$ cat src/xlat_pkg.sv
// translation table constants, space codes and register map for the outbound translator
// assumes one bridge clock; nothing else shares these names
package xlat_pkg;
    // ==============================================================
    // address space indicator codes
    localparam logic [1:0] SPACE_MEM32 = 2'b00;
    localparam logic [1:0] SPACE_MEM64 = 2'b01;
    localparam logic [1:0] SPACE_IO = 2'b10;
    localparam logic [1:0] SPACE_CFG = 2'b11;
    // ==============================================================
    // entry field positions
    localparam int ENTRY_SPACE_LSB = 0;
    localparam int ENTRY_SPACE_MSB = 1;
    // ==============================================================
    // register map, word addresses on the 32-bit slave
    localparam logic [7:0] REG_CTRL = 8'h00;
    localparam logic [7:0] REG_STATUS = 8'h01;
    localparam logic [7:0] REG_ENTRY_BASE = 8'h80;
    localparam int CTRL_REFUSED_CLR_BIT = 0;
    localparam int STATUS_REFUSED_BIT = 0;
    localparam int STATUS_WIDE_BIT = 1;
    localparam int STATUS_FIXED_BIT = 2;
    localparam logic [31:0] RESET_STATUS = 32'h0000_0000;
    // ==============================================================
    // configuration request type codes in pci address bits 1:0
    localparam logic [1:0] CFG_TYPE0 = 2'b00;
    localparam logic [1:0] CFG_TYPE1 = 2'b01;
    // bus answer states
    typedef enum logic [1:0] {
        BUS_IDLE = 2'b00,
        BUS_READ = 2'b01,
        BUS_DONE = 2'b10
    } bus_state_t;
endpackage : xlat_pkg

$ cat src/xlat_table_mem.sv
// translation table storage: two 32-bit words per entry, two registered read ports (translation and register)
// assumes a single clock; contents are undefined until written
`timescale 1ns/1ps
module xlat_table_mem #(
    parameter int ENTRIES = 16,
    parameter int IDX_W = 4
) (
    input wire logic i_clk_sys,
    input wire logic i_we,
    input wire logic [IDX_W:0] i_waddr,
    input wire logic [31:0] i_wdata,
    input wire logic [IDX_W-1:0] i_xidx,
    output logic [63:0] o_xentry,
    input wire logic [IDX_W:0] i_raddr,
    output logic [31:0] o_rdata
);
    logic [31:0] mem [0:2*ENTRIES-1];
    logic [63:0] xentry_ff;
    logic [31:0] rdata_ff;
    // no reset: the table holds nothing valid until software writes it
    always_ff @(posedge i_clk_sys) begin
        if (i_we) begin
            mem[i_waddr] <= i_wdata;
        end
        xentry_ff <= {mem[{i_xidx, 1'b1}], mem[{i_xidx, 1'b0}]};
        rdata_ff <= mem[i_raddr];
    end
    assign o_xentry = xentry_ff;
    assign o_rdata = rdata_ff;
endmodule : xlat_table_mem

$ cat src/pci_outbound_xlat.sv
// outbound translation: interconnect address to pci address, space and command class
// assumes the request holds i_req_addr/i_req_be stable while i_req_valid is high
`timescale 1ns/1ps
module pci_outbound_xlat
    import xlat_pkg::*;
#(
    parameter int TABLE_BITS = 4,
    parameter int PASS_BITS = 20,
    parameter bit WIDE_PATH = 1'b1,
    parameter bit FIXED_TABLE = 1'b0,
    parameter logic [63:0] FIXED_ENTRY = 64'h0000_0000_0000_0000
) (
    input wire logic i_clk_sys,
    input wire logic i_sys_rst,
    input wire logic [7:0] i_avs_address,
    input wire logic i_avs_read,
    input wire logic i_avs_write,
    input wire logic [31:0] i_avs_writedata,
    input wire logic [3:0] i_avs_byteenable,
    output logic [31:0] o_avs_readdata,
    output logic o_avs_waitrequest,
    input wire logic i_req_valid,
    input wire logic i_req_write,
    input wire logic [PASS_BITS+TABLE_BITS-1:0] i_req_addr,
    input wire logic [7:0] i_req_be,
    output logic o_req_ready,
    output logic o_xl_valid,
    output logic [63:0] o_xl_addr,
    output logic [1:0] o_xl_space,
    output logic o_xl_dac,
    output logic o_xl_write,
    output logic o_xl_posted,
    input wire logic i_tgt_valid,
    input wire logic i_tgt_write,
    input wire logic i_tgt_is_cfg,
    output logic o_tgt_accept,
    output logic o_tgt_complete_now,
    output logic o_dwc_forward
);
    import xlat_pkg::*;
    localparam int ENTRIES = 1 << TABLE_BITS;
    localparam int AW = PASS_BITS + TABLE_BITS;

    // ==============================================================
    // helpers
    function automatic logic [2:0] first_byte(input logic [7:0] be, input bit wide);
        logic [2:0] r;
        r = 3'd0;
        for (int i = 7; i >= 0; i--) begin
            if (be[i]) begin
                r = i[2:0];
            end
        end
        if (!wide) begin
            r[2] = 1'b0;
        end
        return r;
    endfunction : first_byte

    function automatic logic [20:0] one_hot_dev(input logic [4:0] dev);
        return 21'h1 << dev;
    endfunction : one_hot_dev

    // ==============================================================
    // register slave
    bus_state_t bus_ff, nxt_bus;
    logic refused_ff, nxt_refused;
    logic [31:0] rdata_ff, nxt_rdata;
    logic tbl_we;
    logic is_entry;
    logic [TABLE_BITS:0] tbl_waddr;
    logic [31:0] mem_rdata;
    logic [63:0] mem_entry;
    logic refuse_wr;

    assign is_entry = i_avs_address[7] == REG_ENTRY_BASE[7];
    assign tbl_waddr = i_avs_address[TABLE_BITS:0];
    // the low word of an entry carries the space code; 01 is barred on a narrow path
    assign refuse_wr = !WIDE_PATH && !tbl_waddr[0]
        && i_avs_writedata[ENTRY_SPACE_MSB:ENTRY_SPACE_LSB] == SPACE_MEM64;
    assign tbl_we = i_avs_write && (bus_ff == BUS_DONE) && is_entry && !FIXED_TABLE
        && !refuse_wr && (&i_avs_byteenable);

    always_comb begin
        nxt_bus = bus_ff;
        nxt_refused = refused_ff;
        nxt_rdata = rdata_ff;
        case (bus_ff)
            BUS_IDLE: begin
                if (i_avs_write) begin
                    nxt_bus = BUS_DONE;
                end else if (i_avs_read) begin
                    nxt_bus = BUS_READ;
                end
            end
            BUS_READ: begin
                nxt_bus = BUS_DONE;
                nxt_rdata = 32'h0;
                if (i_avs_address == REG_STATUS) begin
                    nxt_rdata[STATUS_REFUSED_BIT] = refused_ff;
                    nxt_rdata[STATUS_WIDE_BIT] = WIDE_PATH;
                    nxt_rdata[STATUS_FIXED_BIT] = FIXED_TABLE;
                end else if (is_entry) begin
                    nxt_rdata = FIXED_TABLE ? (tbl_waddr[0] ? FIXED_ENTRY[63:32]
                        : FIXED_ENTRY[31:0]) : mem_rdata;
                end
            end
            BUS_DONE: begin
                nxt_bus = BUS_IDLE;
                // a write lands at the edge that ends its wait; set wins over clear
                if (i_avs_write) begin
                    if (i_avs_address == REG_CTRL && i_avs_writedata[CTRL_REFUSED_CLR_BIT]) begin
                        nxt_refused = 1'b0;
                    end
                    if (is_entry && refuse_wr && !FIXED_TABLE) begin
                        nxt_refused = 1'b1;
                    end
                end
            end
            default: begin
                nxt_bus = BUS_IDLE;
            end
        endcase
    end

    always_ff @(posedge i_clk_sys) begin
        if (i_sys_rst) begin
            bus_ff <= BUS_IDLE;
            refused_ff <= RESET_STATUS[STATUS_REFUSED_BIT];
            rdata_ff <= 32'h0;
        end else begin
            bus_ff <= nxt_bus;
            refused_ff <= nxt_refused;
            rdata_ff <= nxt_rdata;
        end
    end
    assign o_avs_waitrequest = (i_avs_read || i_avs_write) && bus_ff != BUS_DONE;
    assign o_avs_readdata = rdata_ff;

    // ==============================================================
    // table storage
    xlat_table_mem #(
        .ENTRIES(ENTRIES),
        .IDX_W(TABLE_BITS)
    ) u_mem (
        .i_clk_sys(i_clk_sys),
        .i_we(tbl_we),
        .i_waddr(tbl_waddr),
        .i_wdata(i_avs_writedata),
        .i_xidx(i_req_addr[AW-1:PASS_BITS]),
        .o_xentry(mem_entry),
        .i_raddr(tbl_waddr),
        .o_rdata(mem_rdata)
    );

    // ==============================================================
    // translation pipe: lookup cycle, then output register
    // entries are trusted as written; no valid bits are kept
    logic look_ff, nxt_look;
    logic [AW-1:0] addr_ff, nxt_addr;
    logic [7:0] be_ff, nxt_be;
    logic wr_ff, nxt_wr;
    logic xl_valid_ff, nxt_xl_valid;
    logic [63:0] xl_addr_ff, nxt_xl_addr;
    logic [1:0] xl_space_ff, nxt_xl_space;
    logic xl_dac_ff, nxt_xl_dac;
    logic xl_write_ff, nxt_xl_write;
    logic [63:0] entry;
    logic [63:0] raw;
    logic [2:0] io_low;

    assign entry = FIXED_TABLE ? FIXED_ENTRY : mem_entry;
    assign o_req_ready = !look_ff;

    always_comb begin
        nxt_look = i_req_valid && !look_ff;
        nxt_addr = look_ff ? addr_ff : i_req_addr;
        nxt_be = look_ff ? be_ff : i_req_be;
        nxt_wr = look_ff ? wr_ff : i_req_write;
        nxt_xl_valid = look_ff;
        nxt_xl_addr = xl_addr_ff;
        nxt_xl_space = xl_space_ff;
        nxt_xl_dac = xl_dac_ff;
        nxt_xl_write = xl_write_ff;
        raw = 64'h0;
        io_low = 3'h0;
        if (look_ff) begin
            // high bits from entry, low bits from request
            raw = {entry[63:AW], entry[AW-1:PASS_BITS], addr_ff[PASS_BITS-1:0]};
            nxt_xl_space = entry[ENTRY_SPACE_MSB:ENTRY_SPACE_LSB];
            nxt_xl_write = wr_ff;
            nxt_xl_dac = 1'b0;
            case (entry[ENTRY_SPACE_MSB:ENTRY_SPACE_LSB])
                SPACE_MEM32: begin
                    nxt_xl_addr = {32'h0, raw[31:0]};
                end
                SPACE_MEM64: begin
                    nxt_xl_addr = raw;
                    nxt_xl_dac = 1'b1;
                end
                SPACE_IO: begin
                    io_low = first_byte(be_ff, WIDE_PATH);
                    // narrow path keeps the translated bit 2
                    if (!WIDE_PATH) begin
                        io_low[2] = raw[2];
                    end
                    nxt_xl_addr = {32'h0, raw[31:3], io_low};
                end
                SPACE_CFG: begin
                    if (raw[23:16] == 8'h00) begin
                        nxt_xl_addr = {32'h0, one_hot_dev(raw[15:11]), raw[10:2],
                            CFG_TYPE0};
                    end else begin
                        nxt_xl_addr = {32'h0, raw[31:2], CFG_TYPE1};
                    end
                end
                default: begin
                    nxt_xl_addr = raw;
                end
            endcase
        end
    end

    always_ff @(posedge i_clk_sys) begin
        if (i_sys_rst) begin
            look_ff <= 1'b0;
            addr_ff <= '0;
            be_ff <= 8'h0;
            wr_ff <= 1'b0;
            xl_valid_ff <= 1'b0;
            xl_addr_ff <= 64'h0;
            xl_space_ff <= SPACE_MEM32;
            xl_dac_ff <= 1'b0;
            xl_write_ff <= 1'b0;
        end else begin
            look_ff <= nxt_look;
            addr_ff <= nxt_addr;
            be_ff <= nxt_be;
            wr_ff <= nxt_wr;
            xl_valid_ff <= nxt_xl_valid;
            xl_addr_ff <= nxt_xl_addr;
            xl_space_ff <= nxt_xl_space;
            xl_dac_ff <= nxt_xl_dac;
            xl_write_ff <= nxt_xl_write;
        end
    end

    assign o_xl_valid = xl_valid_ff;
    assign o_xl_addr = xl_addr_ff;
    assign o_xl_space = xl_space_ff;
    assign o_xl_dac = xl_dac_ff;
    assign o_xl_write = xl_write_ff;
    // every outbound write is posted, i/o and configuration included
    assign o_xl_posted = xl_write_ff;

    // ==============================================================
    // target side: reads always accepted, writes only for configuration, never delayed
    assign o_tgt_accept = i_tgt_valid && (!i_tgt_write || i_tgt_is_cfg);
    assign o_tgt_complete_now = i_tgt_valid && i_tgt_write && i_tgt_is_cfg;
    assign o_dwc_forward = 1'b0;

    // ==============================================================
    // checks
    xl_pipe_a: assert property (@(posedge i_clk_sys) disable iff (i_sys_rst)
        (i_req_valid && o_req_ready) |=> ##1 o_xl_valid)
        else $error("translated request missing");
    low_pass_a: assert property (@(posedge i_clk_sys) disable iff (i_sys_rst)
        (look_ff && entry[1] == 1'b0) |=> o_xl_addr[PASS_BITS-1:0]
        == $past(addr_ff[PASS_BITS-1:0]))
        else $error("low address bits altered");
    mem32_hi_a: assert property (@(posedge i_clk_sys) disable iff (i_sys_rst)
        (o_xl_valid && o_xl_space == SPACE_MEM32) |-> o_xl_addr[63:32] == 32'h0)
        else $error("32-bit address has high bits");
    dac_a: assert property (@(posedge i_clk_sys) disable iff (i_sys_rst)
        o_xl_valid |-> (o_xl_dac == (o_xl_space == SPACE_MEM64)))
        else $error("dual address cycle mismatch");
    narrow_ref_a: assert property (@(posedge i_clk_sys) disable iff (i_sys_rst)
        tbl_we |-> (WIDE_PATH || tbl_waddr[0] || i_avs_writedata[1:0] != SPACE_MEM64))
        else $error("64-bit code stored on narrow path");
    cfg0_a: assert property (@(posedge i_clk_sys) disable iff (i_sys_rst)
        (o_xl_valid && o_xl_space == SPACE_CFG && o_xl_addr[1:0] == CFG_TYPE0)
        |-> $onehot(o_xl_addr[31:11]))
        else $error("type 0 select not one-hot");
    cfg_type_a: assert property (@(posedge i_clk_sys) disable iff (i_sys_rst)
        (o_xl_valid && o_xl_space == SPACE_CFG) |-> o_xl_addr[1] == 1'b0)
        else $error("bad configuration type code");
    tgt_a: assert property (@(posedge i_clk_sys) disable iff (i_sys_rst)
        (i_tgt_valid && i_tgt_write && !i_tgt_is_cfg) |-> !o_tgt_accept)
        else $error("non-configuration target write accepted");
    dwc_a: assert property (@(posedge i_clk_sys) disable iff (i_sys_rst)
        !o_dwc_forward)
        else $error("delayed write completion forwarded");
    bus_ans_a: assert property (@(posedge i_clk_sys) disable iff (i_sys_rst)
        ($rose(i_avs_read) && bus_ff == BUS_IDLE) |-> ##[1:2] !o_avs_waitrequest)
        else $error("register read not answered");
endmodule : pci_outbound_xlat

$ cat config.mk
export PLATFORM = sky130hd
export DESIGN_NAME = pci_outbound_xlat
export DESIGN_NICKNAME = d
export VERILOG_FILES = /design/src/xlat_pkg.sv /design/src/xlat_table_mem.sv /design/src/pci_outbound_xlat.sv
export SDC_FILE = /design/constraint.sdc
export NUM_CORES = 1
export LEC_CHECK = 0
export BUFFER_PORTS_ARGS = -buffer_cell sky130_fd_sc_hd__buf_4
export CORE_MARGIN = 2
export CORE_UTILIZATION = 56
export DETAILED_ROUTE_END_ITERATION = 8
export PLACE_DENSITY = 0.76
export SLEW_MARGIN = 10
export SYNTH_ARGS = -nofsm -noshare
export SYNTH_HDL_FRONTEND = slang
export SYNTH_HIERARCHICAL = 1
export SYNTH_SLANG_ARGS = --single-unit
export TNS_END_PERCENT = 5
$ cat constraint.sdc
create_clock -name i_clk_sys -period 4.3 [get_ports i_clk_sys]
set_input_delay 0.86 -clock i_clk_sys [delete_from_list [all_inputs] [get_ports i_clk_sys]]
set_output_delay 0.86 -clock i_clk_sys [all_outputs]
set_load 0.02 [all_outputs]
* Word-level counts from Yosys, hierarchy flattened *
Memory sizes are Yosys's and may differ from the RTL's. A register that Yosys moved wholly into a read port is not among the register bits.
Cells that the tools add are included.

word-level totals
  flip-flop bits (word level) = 133
  bits in latches = 0
  bits in writable memories = 1024
  memory bits (read-only) = 0
  bits of input ports = 85
  output and inout bits = 107
  logic and storage cells = 56
  memories kept = 1

cells by class
  add/sub/neg operators = 0
  multipliers = 0
  div/mod/pow operators = 0
  $lt $le $gt $ge = 0
  eq/ne operators = 8
  shift operators = 1
  multiplexer cells = 19
  bitwise gates (word level) = 0
  reduce and logical (&&, ||, !) cells = 16

memories
  name       words  bits a word  read ports  clocked after Yosys merged registers in  write ports  line                  RTL
  u_mem.mem  32     32           3           3                                        1            xlat_table_mem.sv:17  logic [31:0] mem [0:2*ENTRIES-1];

operator list
  cell                                               count
  case mux 64 bit (4 select lines)                   1
  two-way mux 32 bit                                 2
  two-way mux 29 bit                                 1
  two-way mux 3 bit                                  9
  << shifter 1 x 5 -> 21 bit (first input constant)  1
  == test 8 x 1 -> 1 bit (second input constant)     1
  logical AND 1 bit                                  8
  logical NOT 8 bit                                  1
  == test 2 bit (second input constant)              3
  == test 2 x 1 -> 1 bit (second input constant)     2
  logical NOT 2 bit                                  2
  two-way mux 2 bit                                  2
  case mux 2 bit (2 select lines)                    1
  AND reduction 4 bit                                1
  two-way mux 1 bit                                  3
  != test 3 bit (second input constant)              1
  logical NOT 1 bit                                  2
  logical OR 1 bit                                   2
  != test 2 bit (second input constant)              1

* Depth between registers and ports, before layout *
  depth after elaboration = 9
  depth in mapped cells = 8

* Cells and area by module *
The synthesis kept the hierarchy.

by module, submodules not included
  module             instances  cells each  area an instance (um^2)  sequential area each (um^2)
  xlat_table_mem     1          2715        49299.8                  32671.3
  pci_outbound_xlat  1          531         4943.5                   2662.6

* Worst setup path before layout *
No wires, ideal clock.

  kind = in2reg
  start point = input i_avs_address[7]
  end point = memory u_mem.mem[12][0], enable pin
  library setup time = 0.421 ns
  arrival = 3.639 ns
  path slack = 0.239 ns
  stages on the path = 7
  buffers on the path = 3
  cells stage by stage = clkbuf_1 > clkbuf_1 > nand4_1 > nor2_1 > or3b_2 > clkbuf_1 > nor2_1

on the way
  cells in the longest elaborated chain, start to end = 4

RTL lines
  what                                     line                     RTL
  start: declaration                       pci_outbound_xlat.sv:15  input wire logic [7:0] i_avs_address,
  logical AND 1 bit                        pci_outbound_xlat.sv:81  assign tbl_we = i_avs_write && (bus_ff == BUS_DONE) && is_entry && !FIXED_TABLE
  logical AND 1 bit                        pci_outbound_xlat.sv:82  && !refuse_wr && (&i_avs_byteenable);
  via tbl_we                               pci_outbound_xlat.sv:69  logic tbl_we;
  two-way mux 1 bit                        xlat_table_mem.sv:22     if (i_we) begin
  two-way mux 1 bit (implied by the code)  xlat_table_mem.sv:23     mem[i_waddr] <= i_wdata;
  end: declaration                         xlat_table_mem.sv:17

The timed path passes the listed nets, and every way through them passes these cells.

* Worst setup path after layout *
  start point = register look_ff
  end point = output o_req_ready

on the way
  cells in the longest elaborated chain, start to end = 1

RTL lines
  what                      line                      RTL
  start: declaration        pci_outbound_xlat.sv:159  logic look_ff, nxt_look;
  start signal: assignment  pci_outbound_xlat.sv:236  look_ff <= nxt_look;
  logical NOT 1 bit         pci_outbound_xlat.sv:173  assign o_req_ready = !look_ff;
  end: declaration          pci_outbound_xlat.sv:26   output logic o_req_ready,

No other way between the ends.

==> metrics.csv <==
stage,metric,value,unit
outcome,status,finished clean,
timing,finalSetupViolCount,0,
worst_setup_path,end_kind,output port,
die,die_x,308.2,um
die,dieArea,0.09497,sq mm
final_layout,stdcell_area,0.05888,sq mm
worst_setup_path,worstSetupStartpointType,register,
routing,wl_per_cell,30.71,um
worst_setup_path,reg2reg_from,bus_ff[0]$_SDFFE_PP0P_,
worst_setup_path,cp_max_fo,27,
timing,final.setup.tns,0,ns
routing,drtAntennaViolNets,0,
routing,via_count,31140,
synth,ys.warnings.count,6,
timing,maxSlewHeadroom,18.45,%
die,coreArea,0.09166,sq mm
cts,cts_tree,done,
power_and_ir_drop,p_switching,5.519,mW
hold_path,whs_path_depth,2,
cts,cts_buffer_depth,3,
timing,max_freq,308.9,MHz
worst_setup_path,crit_type,reg -> out,
cts,holdBufCountCts,0,
timing,min_period,3.238,ns
worst_setup_path,cp.required,3.44,ns
global_route,grt_use_total,29.67,%
global_route,grt_max_degree,88,
synth,netlist_area,0.05181,sq mm
synth,syn_inst,3130,
synth,avgSynthCellArea,16.55,sq um
placement,placed_area,0.05492,sq mm
global_route,grt_overflow,0,
global_route,antenna_found_initial,7,
routing,drc_errors,0,
global_route,grt_pass1_wl,204900,um
flow_run,max-cap-violations,0,
final_layout,area_delta_synth_final,13.64,%
power_and_ir_drop,seqPwrFrac,52.3,%
final_layout,layout-drive-gt1-share,22.19,%
power_and_ir_drop,p_leak,20.73,nW
cts,cts_resized,0,
die,rows,111,
routing,drt_wl_total,141500,um
power_and_ir_drop,switching_share,21.91,%
timing,tightestPinTransition,1.219,ns
timing,skew,0.03243,ns
routing,drtIter0Drc,3886,
die,ioPinCount,192,
cts,htreeDepth,3,
cts,clkTransAtPathRegs,0.06,ns
timing,hold_viol,0,
die,die_y,308.2,um
cts,clk_latency,0.72,ns
routing,vias_per_cell,6.760,
synth,syn_nets,3215,
power_and_ir_drop,pwr-share-clk,41.2,%
cts,post-cts-setup-buffers,0,
timing,period_share,75.30,%
worst_setup_path,ff2ff_path_depth,6,
global_route,grt_pass1_vias,30900,
die,initial_core_util,56.52,%
timing,slew_viol_final,0,
power_and_ir_drop,p_per_area,427.9,mW/mm^2
final_layout,fin_nets,3395,
worst_setup_path,regToRegSetupSlack,1.76,ns
hold_path,hold_path_class,in -> reg,
worst_setup_path,crit_chain,inv_1 -> buf_4,
cts,clock-sinks,1235,
routing,first_pass_iters,6,
worst_setup_path,crit_arrival,2.38,ns
placement,portBuffers,190,
placement,gp_congestion,0.8430,
final_layout,fillerInstances,6171,
worst_setup_path,cpMaxStageDelayCell,dfxtp_2,
worst_setup_path,crit_start,look_ff$_SDFF_PP0_,
power_and_ir_drop,vdd_drop_max,0.3304,mV
power_and_ir_drop,pwr-share-comb,6.4,%
placement,dp_cells,4376,
power_and_ir_drop,intPower,19.67,mW
final_layout,final_cells,4606,
worst_setup_path,crit_path_max_incr_delay,0.79,ns
placement,dp_hpwl,81750,um
cts,cts-root-buf,clkbuf_16,
hold_path,min_from,i_req_valid,
timing,rsz0062_at_grt,false,
cts,cts_made_buffers,118,
-- final cells by class --
cell class                 instances  area (sq um)  share of cell area (%)
sequential                      1235         34970                   59.40
multi-input combinational       1653         15890                   26.99
clock buffer                     164          3400                   5.774
timing repair buffer             294          2541                   4.316
tap                             1186          1484                   2.520
clock inverter                    62         546.8                  0.9286
inverter                           8         30.03                 0.05100
antenna                            4         10.01                 0.01700
-- placed cells by master (no fill, tap or decap), types with 58 or more instances in the layout --
| master | count |
|---|---|
| a22oi_1 | 96 |
| nand2_1 | 162 |
| buf_4 | 266 |
| nand3_1 | 129 |
| nor2_1 | 58 |
| a21oi_1 | 148 |
| dfxtp_1 | 210 |
| mux2i_1 | 552 |
| mux4_2 | 220 |
| a22o_1 | 96 |
| edfxtp_1 | 1024 |
| clkbuf_16 | 123 |
-- power groups by stage --
| stage | sequential [mW] | combinational [mW] | clock [mW] |
|---|---|---|---|
| after CTS | 13.2 | 1.61 | 10.5 |
| after global placement | 13.4 | 1.56 | 0 |
| after floorplan | 13.4 | 0.986 | 0 |
| after global routing | 13.2 | 1.71 | 11.0 |
| final | 13.2 | 1.62 | 10.4 |
| after detailed placement | 13.4 | 1.60 | 0 |
-- state kept, by name, summed over array words and instances, names as in the netlist, 2 cells and up --
| name | cells |
|---|---|
| addr_ff | 20 |
| o_xl_space | 2 |
| o_avs_readdata | 32 |
| be_ff | 8 |
| o_xl_addr | 64 |
| u_mem/o_xentry | 46 |
| bus_ff | 2 |
| u_mem/o_rdata | 32 |
| u_mem/mem | 1024 |
-- worst max-delay path: cells and delay by family (launching register included) --
kind / cells / cell delay (ns)
buffers and inverters: 2 / 0.86
DFF: 1 / 0.79
-- through the flow --
| step | worst slack (ns) | total power [mW] | hold slack (ns) | utilization (%) |
|---|---|---|---|---|
| final | 1.062 | 25.19 | 0.3605 | 64.23 |
| after global routing | 0.9748 | 25.85 | 0.3594 | 64.23 |
| after CTS | 1.027 | 25.29 | 0.3269 | 64.22 |
| after detailed placement | 1.221 | 15.04 | 0.4280 | 59.92 |
| after global placement | 1.276 | 14.99 | 0.4274 | 59.92 |
| after floorplan | 0.2395 | 14.39 | 0.4198 | - |
-- routing by layer --
| metal | GRT usage [%] | part of all wire [%] | up-vias | routed length [um] |
|---|---|---|---|---|
| met2 | 47.10 | 47 | 2162 | 67150 |
| met3 | 5.985 | 11 | 321 | 16260 |
| met5 | 0 | 0.019 | - | 27 |
| li1 | - | - | 12900 | - |
| met4 | 11.12 | 3.3 | 4 | 4676 |
| met1 | 40.92 | 38 | 15760 | 53350 |
-- worst paths after layout --
| check | end |
|---|---|
| max | o_req_ready |
| max reg2reg | u_mem/mem[20][29]$_DFFE_PP_ |
| min reg2reg | o_xl_addr[43]$_SDFFE_PP0P_ |
| min | look_ff$_SDFF_PP0_ |
Power figures use the tool's default switching activity.
